$ cat src/verilog/link_regs_pkg.sv
// Constants for the upstream link control and link status registers
package link_regs_pkg;

  // Configuration-space byte offsets
  localparam logic [7:0]  LINK_CTRL_OFFSET   = 8'hA0;
  localparam logic [7:0]  LINK_STATUS_OFFSET = 8'hA2;

  // Link control field positions
  localparam int          SHARED_REFCLK_POS  = 6;
  localparam int          RETRAIN_POS        = 5;
  localparam int          LINK_OFF_POS       = 4;
  localparam int          COMPL_BOUND_POS    = 3;
  localparam int          CTRL_RSVD_POS      = 2;
  localparam int          PM_FIELD_LSB       = 0;
  localparam int          PM_FIELD_W         = 2;

  // Link control reset value and constant bits
  localparam logic [15:0] LINK_CTRL_RESET    = 16'h0000;
  localparam logic        COMPL_BOUND_64B    = 1'b0;

  // Power-management field encodings
  localparam logic [1:0]  PM_DISABLED        = 2'h0;
  localparam logic [1:0]  PM_L0S             = 2'h1;
  localparam logic [1:0]  PM_RESERVED        = 2'h2;
  localparam logic [1:0]  PM_L0S_L1          = 2'h3;

  // Link status field positions
  localparam int          STAT_RSVD_LSB      = 13;
  localparam int          SLOT_REFCLK_POS    = 12;
  localparam int          TRAINING_POS       = 11;
  localparam int          UNDEFINED_POS      = 10;
  localparam int          WIDTH_LSB          = 4;
  localparam int          SPEED_LSB          = 0;

  // Link status constant field values
  localparam logic        SLOT_REFCLK_VALUE  = 1'b1;
  localparam logic        TRAINING_VALUE     = 1'b0;
  localparam logic [5:0]  WIDTH_X1           = 6'h01;
  localparam logic [3:0]  SPEED_2G5          = 4'h1;
  localparam logic [2:0]  STAT_RSVD_VALUE    = 3'h0;

endpackage

$ cat src/verilog/link_ctrl_if.sv
// Carrier between the register front end and the link control store
`timescale 1ns/1ps
interface link_ctrl_if;
  logic       wrLow;
  logic [7:0] wrByte;
  logic       sharedRefclk;
  logic [1:0] pmField;

  modport store (
    input  wrLow,
    input  wrByte,
    output sharedRefclk,
    output pmField
  );
  modport user (
    output wrLow,
    output wrByte,
    input  sharedRefclk,
    input  pmField
  );
endinterface

$ cat src/verilog/upstream_link_ctrl_status_regs.sv
// Upstream link control and link status configuration registers
`timescale 1ns/1ps
module upstream_link_ctrl_status_regs #(
  parameter int   ADDR_W        = 10,
  parameter logic UNDEFINED_VAL = 1'b0
) (
  // Clock and reset
  input  wire logic              clk,
  input  wire logic              rst,
  // Configuration access, dword addressed
  input  wire logic              cfgRdEn,
  input  wire logic              cfgWrEn,
  input  wire logic [ADDR_W-1:0] cfgDwAddr,
  input  wire logic [3:0]        cfgByteEn,
  input  wire logic [31:0]       cfgWrData,
  output logic      [31:0]       cfgRdData,
  output logic                   cfgRdValid,
  // Link power and clock controls
  output logic                   sharedRefclk,
  output logic                   l0sEnable,
  output logic                   l1Enable
);

  // The link dword index needs six address bits
  if (ADDR_W < 6) begin : gAddrTooNarrow
    $error("ADDR_W too small to reach the link registers");
  end

  localparam logic [ADDR_W-1:0] LINK_DW = ADDR_W'(link_regs_pkg::LINK_CTRL_OFFSET >> 2);

  link_ctrl_if ctl ();

  link_ctrl_store u_store (
    .clk (clk),
    .rst (rst),
    .ctl (ctl.store)
  );

  logic        hitLink;
  logic [15:0] ctrlWord;
  logic [15:0] statusWord;
  logic [31:0] rdData_r;
  logic [31:0] rdData_nxt;
  logic        rdValid_r;
  logic        rdValid_nxt;
  logic        sharedRefclk_r;
  logic        sharedRefclk_nxt;
  logic        l0sEnable_r;
  logic        l0sEnable_nxt;
  logic        l1Enable_r;
  logic        l1Enable_nxt;

  assign hitLink = (cfgDwAddr == LINK_DW);

  // Only byte lane 0 of the link dword holds writable bits
  assign ctl.wrLow  = cfgWrEn && hitLink && cfgByteEn[0];
  assign ctl.wrByte = cfgWrData[7:0];

  // Read views; constants ignore any write
  always_comb begin
    ctrlWord = link_regs_pkg::LINK_CTRL_RESET;
    ctrlWord[link_regs_pkg::SHARED_REFCLK_POS] = ctl.sharedRefclk;
    ctrlWord[link_regs_pkg::RETRAIN_POS]       = 1'b0;
    ctrlWord[link_regs_pkg::LINK_OFF_POS]      = 1'b0;
    ctrlWord[link_regs_pkg::COMPL_BOUND_POS]   = link_regs_pkg::COMPL_BOUND_64B;
    ctrlWord[link_regs_pkg::CTRL_RSVD_POS]     = 1'b0;
    ctrlWord[link_regs_pkg::PM_FIELD_LSB +: link_regs_pkg::PM_FIELD_W] = ctl.pmField;
  end

  always_comb begin
    statusWord = '0;
    statusWord[15:link_regs_pkg::STAT_RSVD_LSB]     = link_regs_pkg::STAT_RSVD_VALUE;
    statusWord[link_regs_pkg::SLOT_REFCLK_POS]      = link_regs_pkg::SLOT_REFCLK_VALUE;
    statusWord[link_regs_pkg::TRAINING_POS]         = link_regs_pkg::TRAINING_VALUE;
    statusWord[link_regs_pkg::UNDEFINED_POS]        = UNDEFINED_VAL;
    statusWord[link_regs_pkg::WIDTH_LSB +: 6]       = link_regs_pkg::WIDTH_X1;
    statusWord[link_regs_pkg::SPEED_LSB +: 4]       = link_regs_pkg::SPEED_2G5;
  end

  // Read answer one cycle after the request; unmapped reads return zero
  always_comb begin
    rdValid_nxt = cfgRdEn;
    rdData_nxt  = '0;
    if (cfgRdEn && hitLink) begin
      rdData_nxt = {statusWord, ctrlWord};
    end
  end

  // Power-management decode; the reserved code enables nothing
  always_comb begin
    sharedRefclk_nxt = ctl.sharedRefclk;
    l0sEnable_nxt    = 1'b0;
    l1Enable_nxt     = 1'b0;
    unique case (ctl.pmField)
      link_regs_pkg::PM_DISABLED: l0sEnable_nxt = 1'b0;
      link_regs_pkg::PM_L0S:      l0sEnable_nxt = 1'b1;
      link_regs_pkg::PM_RESERVED: l0sEnable_nxt = 1'b0;
      link_regs_pkg::PM_L0S_L1: begin
        l0sEnable_nxt = 1'b1;
        l1Enable_nxt  = 1'b1;
      end
    endcase
  end

  always_ff @(posedge clk) begin
    if (rst) begin
      rdData_r       <= '0;
      rdValid_r      <= 1'b0;
      sharedRefclk_r <= 1'b0;
      l0sEnable_r    <= 1'b0;
      l1Enable_r     <= 1'b0;
    end else begin
      rdData_r       <= rdData_nxt;
      rdValid_r      <= rdValid_nxt;
      sharedRefclk_r <= sharedRefclk_nxt;
      l0sEnable_r    <= l0sEnable_nxt;
      l1Enable_r     <= l1Enable_nxt;
    end
  end

  assign cfgRdData    = rdData_r;
  assign cfgRdValid   = rdValid_r;
  assign sharedRefclk = sharedRefclk_r;
  assign l0sEnable    = l0sEnable_r;
  assign l1Enable     = l1Enable_r;

  // Independent copy of the writable control bits for the checks below
  logic       shadowShared_r;
  logic       shadowShared_nxt;
  logic [1:0] shadowPm_r;
  logic [1:0] shadowPm_nxt;

  always_comb begin
    shadowShared_nxt = shadowShared_r;
    shadowPm_nxt     = shadowPm_r;
    if (cfgWrEn && hitLink && cfgByteEn[0]) begin
      shadowShared_nxt = cfgWrData[link_regs_pkg::SHARED_REFCLK_POS];
      shadowPm_nxt     = cfgWrData[link_regs_pkg::PM_FIELD_LSB +: link_regs_pkg::PM_FIELD_W];
    end
  end

  always_ff @(posedge clk) begin
    if (rst) begin
      shadowShared_r <= link_regs_pkg::LINK_CTRL_RESET[link_regs_pkg::SHARED_REFCLK_POS];
      shadowPm_r     <= link_regs_pkg::LINK_CTRL_RESET[link_regs_pkg::PM_FIELD_LSB +: link_regs_pkg::PM_FIELD_W];
    end else begin
      shadowShared_r <= shadowShared_nxt;
      shadowPm_r     <= shadowPm_nxt;
    end
  end
endmodule

$ cat src/verilog/link_ctrl_store.sv
// Writable fields of the link control register
`timescale 1ns/1ps
module link_ctrl_store (
  // Clock and reset
  input  wire logic  clk,
  input  wire logic  rst,
  // Front end
  link_ctrl_if.store ctl
);

  logic       sharedRefclk_r;
  logic       sharedRefclk_nxt;
  logic [1:0] pmField_r;
  logic [1:0] pmField_nxt;

  // Only the low byte carries writable bits; the others are dropped
  always_comb begin
    sharedRefclk_nxt = sharedRefclk_r;
    pmField_nxt      = pmField_r;
    if (ctl.wrLow) begin
      sharedRefclk_nxt = ctl.wrByte[link_regs_pkg::SHARED_REFCLK_POS];
      pmField_nxt      = ctl.wrByte[link_regs_pkg::PM_FIELD_LSB +: link_regs_pkg::PM_FIELD_W];
    end
  end

  always_ff @(posedge clk) begin
    if (rst) begin
      sharedRefclk_r <= link_regs_pkg::LINK_CTRL_RESET[link_regs_pkg::SHARED_REFCLK_POS];
      pmField_r      <= link_regs_pkg::LINK_CTRL_RESET[link_regs_pkg::PM_FIELD_LSB +: link_regs_pkg::PM_FIELD_W];
    end else begin
      sharedRefclk_r <= sharedRefclk_nxt;
      pmField_r      <= pmField_nxt;
    end
  end

  assign ctl.sharedRefclk = sharedRefclk_r;
  assign ctl.pmField      = pmField_r;

endmodule

$ cat config.mk
export PLATFORM = sky130hd
export DESIGN_NAME = upstream_link_ctrl_status_regs
export DESIGN_NICKNAME = d
export VERILOG_FILES = /design/src/verilog/link_regs_pkg.sv /design/src/verilog/link_ctrl_if.sv /design/src/verilog/upstream_link_ctrl_status_regs.sv /design/src/verilog/link_ctrl_store.sv
export SDC_FILE = /design/constraint.sdc
export NUM_CORES = 1
export LEC_CHECK = 0
export BUFFER_PORTS_ARGS = -buffer_cell sky130_fd_sc_hd__buf_2
export CAP_MARGIN = 0
export CORE_UTILIZATION = 31
export CTS_CLUSTER_DIAMETER = 80
export DETAILED_ROUTE_END_ITERATION = 10
export PLACE_DENSITY = 0.82
export SYNTH_ARGS = -nofsm -noshare
export SYNTH_HDL_FRONTEND = slang
export SYNTH_SLANG_ARGS = --single-unit
$ cat constraint.sdc
create_clock -name clk -period 3.5 [get_ports clk]
set_input_delay 0.875 -clock clk [delete_from_list [all_inputs] [get_ports clk]]
set_output_delay 0.875 -clock clk [all_outputs]
set_load 0.05 [all_outputs]
==> results.txt <==
The flow ran to the end, and the final reports show no timing, DRC or antenna violations. The logs give 0 for the number of setup buffers added after CTS and 606 sq um for the summed instance area of the synthesized netlist. The average cell area after synthesis works out to 10.1 sq um. For this run, the slowest stage of the critical path takes 590 ps. In the synthesized netlist, the cells that appear most often are sky130_fd_sc_hd__buf_4 (28), sky130_fd_sc_hd__dfxtp_1 (11), sky130_fd_sc_hd__nor2b_1 (5). In this run, distinct cell masters in the synthesized netlist total 14. The full die area was 2130 sq um. The dominant cell by count in the synthesized netlist is sky130_fd_sc_hd__buf_4. Across the run, the number of max-cap violations was 0. The sequential fraction of the synthesis area was 0.364. The number of global-route vias before repair is 292. In the final layout, the multi-input gates occupy 269 sq um.

The total of hold buffers inserted after clock tree synthesis is 0. The number of buffer and inverter instances along the worst setup path was 1. The effective utilization at floorplan is 0.340.

Number of fill cells: 177. The post-synthesis cell count is 60, and the leakage power of the design is 0.371 nW. The longest clock path from root to sink contains 2 buffers. The detail-routed via count per cell was 3.45. Broken down by cell family, the worst path's largest delay share belongs to simple AND/OR/NAND/NOR gates. The run gives 1100 ps as the worst slack after detailed placement. The required time at the worst-slack endpoint was 3660 ps; the arrival time reported for the critical path endpoint was 2270 ps.

The tools report the total number of vias as 390. The tools report the number of CTS-inserted buffers as 3. The type of the worst setup path is input pin to register.

The logs give 1060 um for the wire length of the first global-routing pass and 0 for the number of inserted diodes. In this run the remaining antenna-violating nets after routing total 0. Counting every sink on the clock net gives 11. The placeable core region came out at 1780 sq um. The number of antenna violations at the first check in global routing was 0. The largest voltage drop on the vdd net is 0.000124 V. sky130_fd_sc_hd__dfxtp_1 takes more of the synthesized area than any other cell.

The insertion delay of the later-clocked pin in the worst-skew pair was 270 ps. Relative to the synthesized area, the layout overhead comes to 12.8%. The post-route minimum period was 2120 ps; the total wire length was 771 um. The Yosys step of the flow raised 0 warnings. The type of element capturing the critical path was a register.

The hold violation total from the final report was 0; the sequential cell area was 220 sq um. The category of the worst setup path launch point was an input pin. The total overflow left after global routing is 0. In this run the power density over the cells is 423 nW/um^2. The proportion of layout cells with a drive suffix above 1 works out to 0.420. The die is 46.2 um tall. During I/O placement, the number of pins put on the boundary was 86. The die is 46.2 um wide. For the final database, setup skew stands at 4.68 ps. TritonCTS built the clock tree. The share of flip-flops with an asynchronous set or reset after synthesis was 0. The run gives 0 ps as the aggregate negative setup slack. Setup violations remaining at the end of the flow were counted as 0. After clock tree synthesis, the clock-pin slew on the worst setup and hold paths is 70 ps. For the site row count, the log shows 15. In this run, synthesis inferred 0 flip-flops with an integrated enable. The maximum level of the CTS H-tree came out at 1.

The final critical-path share of the clock period works out to 0.605. Setup repair after global routing left no endpoint under its margin. The count of routing violations after the opening detailed-route iteration is 8, and the per-cell routed wire length is 6.82 um. Yosys attributes the largest share of cell area to sky130_fd_sc_hd__dfxtp_1 (36%), sky130_fd_sc_hd__buf_4 (35%), sky130_fd_sc_hd__nor2b_1 (5.2%). Traced cell by cell, the critical path runs through buf_2, or4b_1, nor4_4, mux2_2. The count of final max-slew check failures was 0. The congestion estimate from routability-driven global placement came to 0.671.

In this run, synthesis produced a sequential element count of 11. For this run, the detailed router's first-pass iteration total came to 2. The area share of the largest cell type after synthesis works out to 0.364. Remaining routing DRC violations: 0. The placed wire-length estimate was 664 um; the overall routing resource usage was 0.0743. Based on the critical path, the design can be clocked at up to 0.473 GHz. For this run, the leading register cell type out of synthesis is sky130_fd_sc_hd__dfxtp_1. During placement, the flow inserted port buffers numbering 27.

At the end of the flow, the number of nets in the layout was 139. The root buffer cell chosen for the clock tree is sky130_fd_sc_hd__clkbuf_4. The path class of the tightest hold or removal check is register to register. The worst path setup slack after routing is 1380 ps. The top fanout value on the critical path was 3.

Number of instances resized during post-cts repair: 0. The run gives 8 as the maximum number of pins on one net before global-route repair. The largest individual stage delay along the critical path comes from the cell sky130_fd_sc_hd__or4b_1.
==> final timing paths <==
kind                                                            end  cells after the start                                   from  slack (ps)
worst min-delay path                        cfgRdData[6]$_SDFF_PP0_                      1  u_store.ctl.sharedRefclk$_SDFFE_PP0P_         450
worst min register to register              cfgRdData[6]$_SDFF_PP0_                      1  u_store.ctl.sharedRefclk$_SDFFE_PP0P_         450
worst max-delay path            u_store.ctl.pmField[0]$_SDFFE_PP0P_                      4                           cfgDwAddr[4]        1380
worst max register to register  u_store.ctl.pmField[0]$_SDFFE_PP0P_                      2    u_store.ctl.pmField[0]$_SDFFE_PP0P_        2680
==> layout by cell type, fill, tap and decap left out <==
cell type / Yosys / layout
sky130_fd_sc_hd__buf_2: 0 / 27
sky130_fd_sc_hd__conb_1: 1 / 26
sky130_fd_sc_hd__nor2b_1: 5 / 5
sky130_fd_sc_hd__clkinv_2: 0 / 1
sky130_fd_sc_hd__nor4_4: 1 / 1
sky130_fd_sc_hd__or4b_4: 1 / 1
sky130_fd_sc_hd__or4b_1: 1 / 1
sky130_fd_sc_hd__nand2_1: 1 / 1
sky130_fd_sc_hd__nor4b_2: 1 / 1
sky130_fd_sc_hd__or2_2: 1 / 1
sky130_fd_sc_hd__dfxtp_1: 11 / 11
sky130_fd_sc_hd__nand2b_1: 2 / 2
sky130_fd_sc_hd__mux2i_1: 1 / 1
sky130_fd_sc_hd__mux2_2: 2 / 2
sky130_fd_sc_hd__clkbuf_4: 0 / 3
sky130_fd_sc_hd__and2_1: 4 / 4
==> cell families after synthesis <==
| family | after synthesis | share of synthesized area |
|---|---|---|
| flops | 11 | 0.364 |
| other cells | 1 | 0.00619 |
| buf+inv | 28 | 0.347 |
| mux | 3 | 0.0537 |
| simple gates | 17 | 0.229 |
==> stage by stage <==
| step | std cells | hold WS [ps] | cell area (sq um) | util | power (W) |
|---|---|---|---|---|---|
| floorplan | 85 | 421 | 699 | - | 0.000219 |
| CTS | 113 | 451 | 683 | 0.383 | 0.000291 |
| global route | 113 | 470 | 683 | 0.383 | 0.000299 |
| detailed placement | 109 | 431 | 656 | 0.368 | 0.000207 |
| finish | 113 | 449 | 683 | 0.383 | 0.000289 |
| global placement | 109 | 430 | 656 | 0.368 | 0.000207 |
==> worst register-to-register path, delay by kind of cell, from the launching register on <==
family,cells,cell delay [ps]
simple gates,1,140
flops,1,320
mux,1,250
==> routing by layer <==
| layer | track usage | share of wire | up-vias |
|---|---|---|---|
| met1 | 0.0613 | 0.34 | 173 |
| met4 | 0.0706 | 0 | 0 |
| met3 | 0.0235 | 0.086 | 0 |
| li1 | - | - | 192 |
| met2 | 0.135 | 0.57 | 25 |
| met5 | 0 | 0 | - |
==> sequential cells by signal, summed over array words and instances (netlist names) <==
name                      flops
cfgRdData                     4
cfgRdValid                    1
l0sEnable                     1
l1Enable                      1
sharedRefclk                  1
u_store.ctl.pmField           2
u_store.ctl.sharedRefclk      1
==> cell type report <==
cell class	count	area share
clock buffer	3	0.0330
clock inverter	1	0.00733
multi-input combinational	46	0.394
sequential	11	0.322
tap	25	0.0458
timing repair buffer	27	0.198
==> where the power goes <==
| part | switching, W | total [W] | internal [W] | leakage (nW) |
|---|---|---|---|---|
| sequential | 0.000000117 | 0.000126 | 0.000126 | 0.0888 |
| combinational | 0.0000687 | 0.0000787 | 0.00000996 | 0.265 |
| clock | 0.0000425 | 0.0000848 | 0.0000423 | 0.0177 |
No activity file was read; power rests on OpenSTA's default activity.
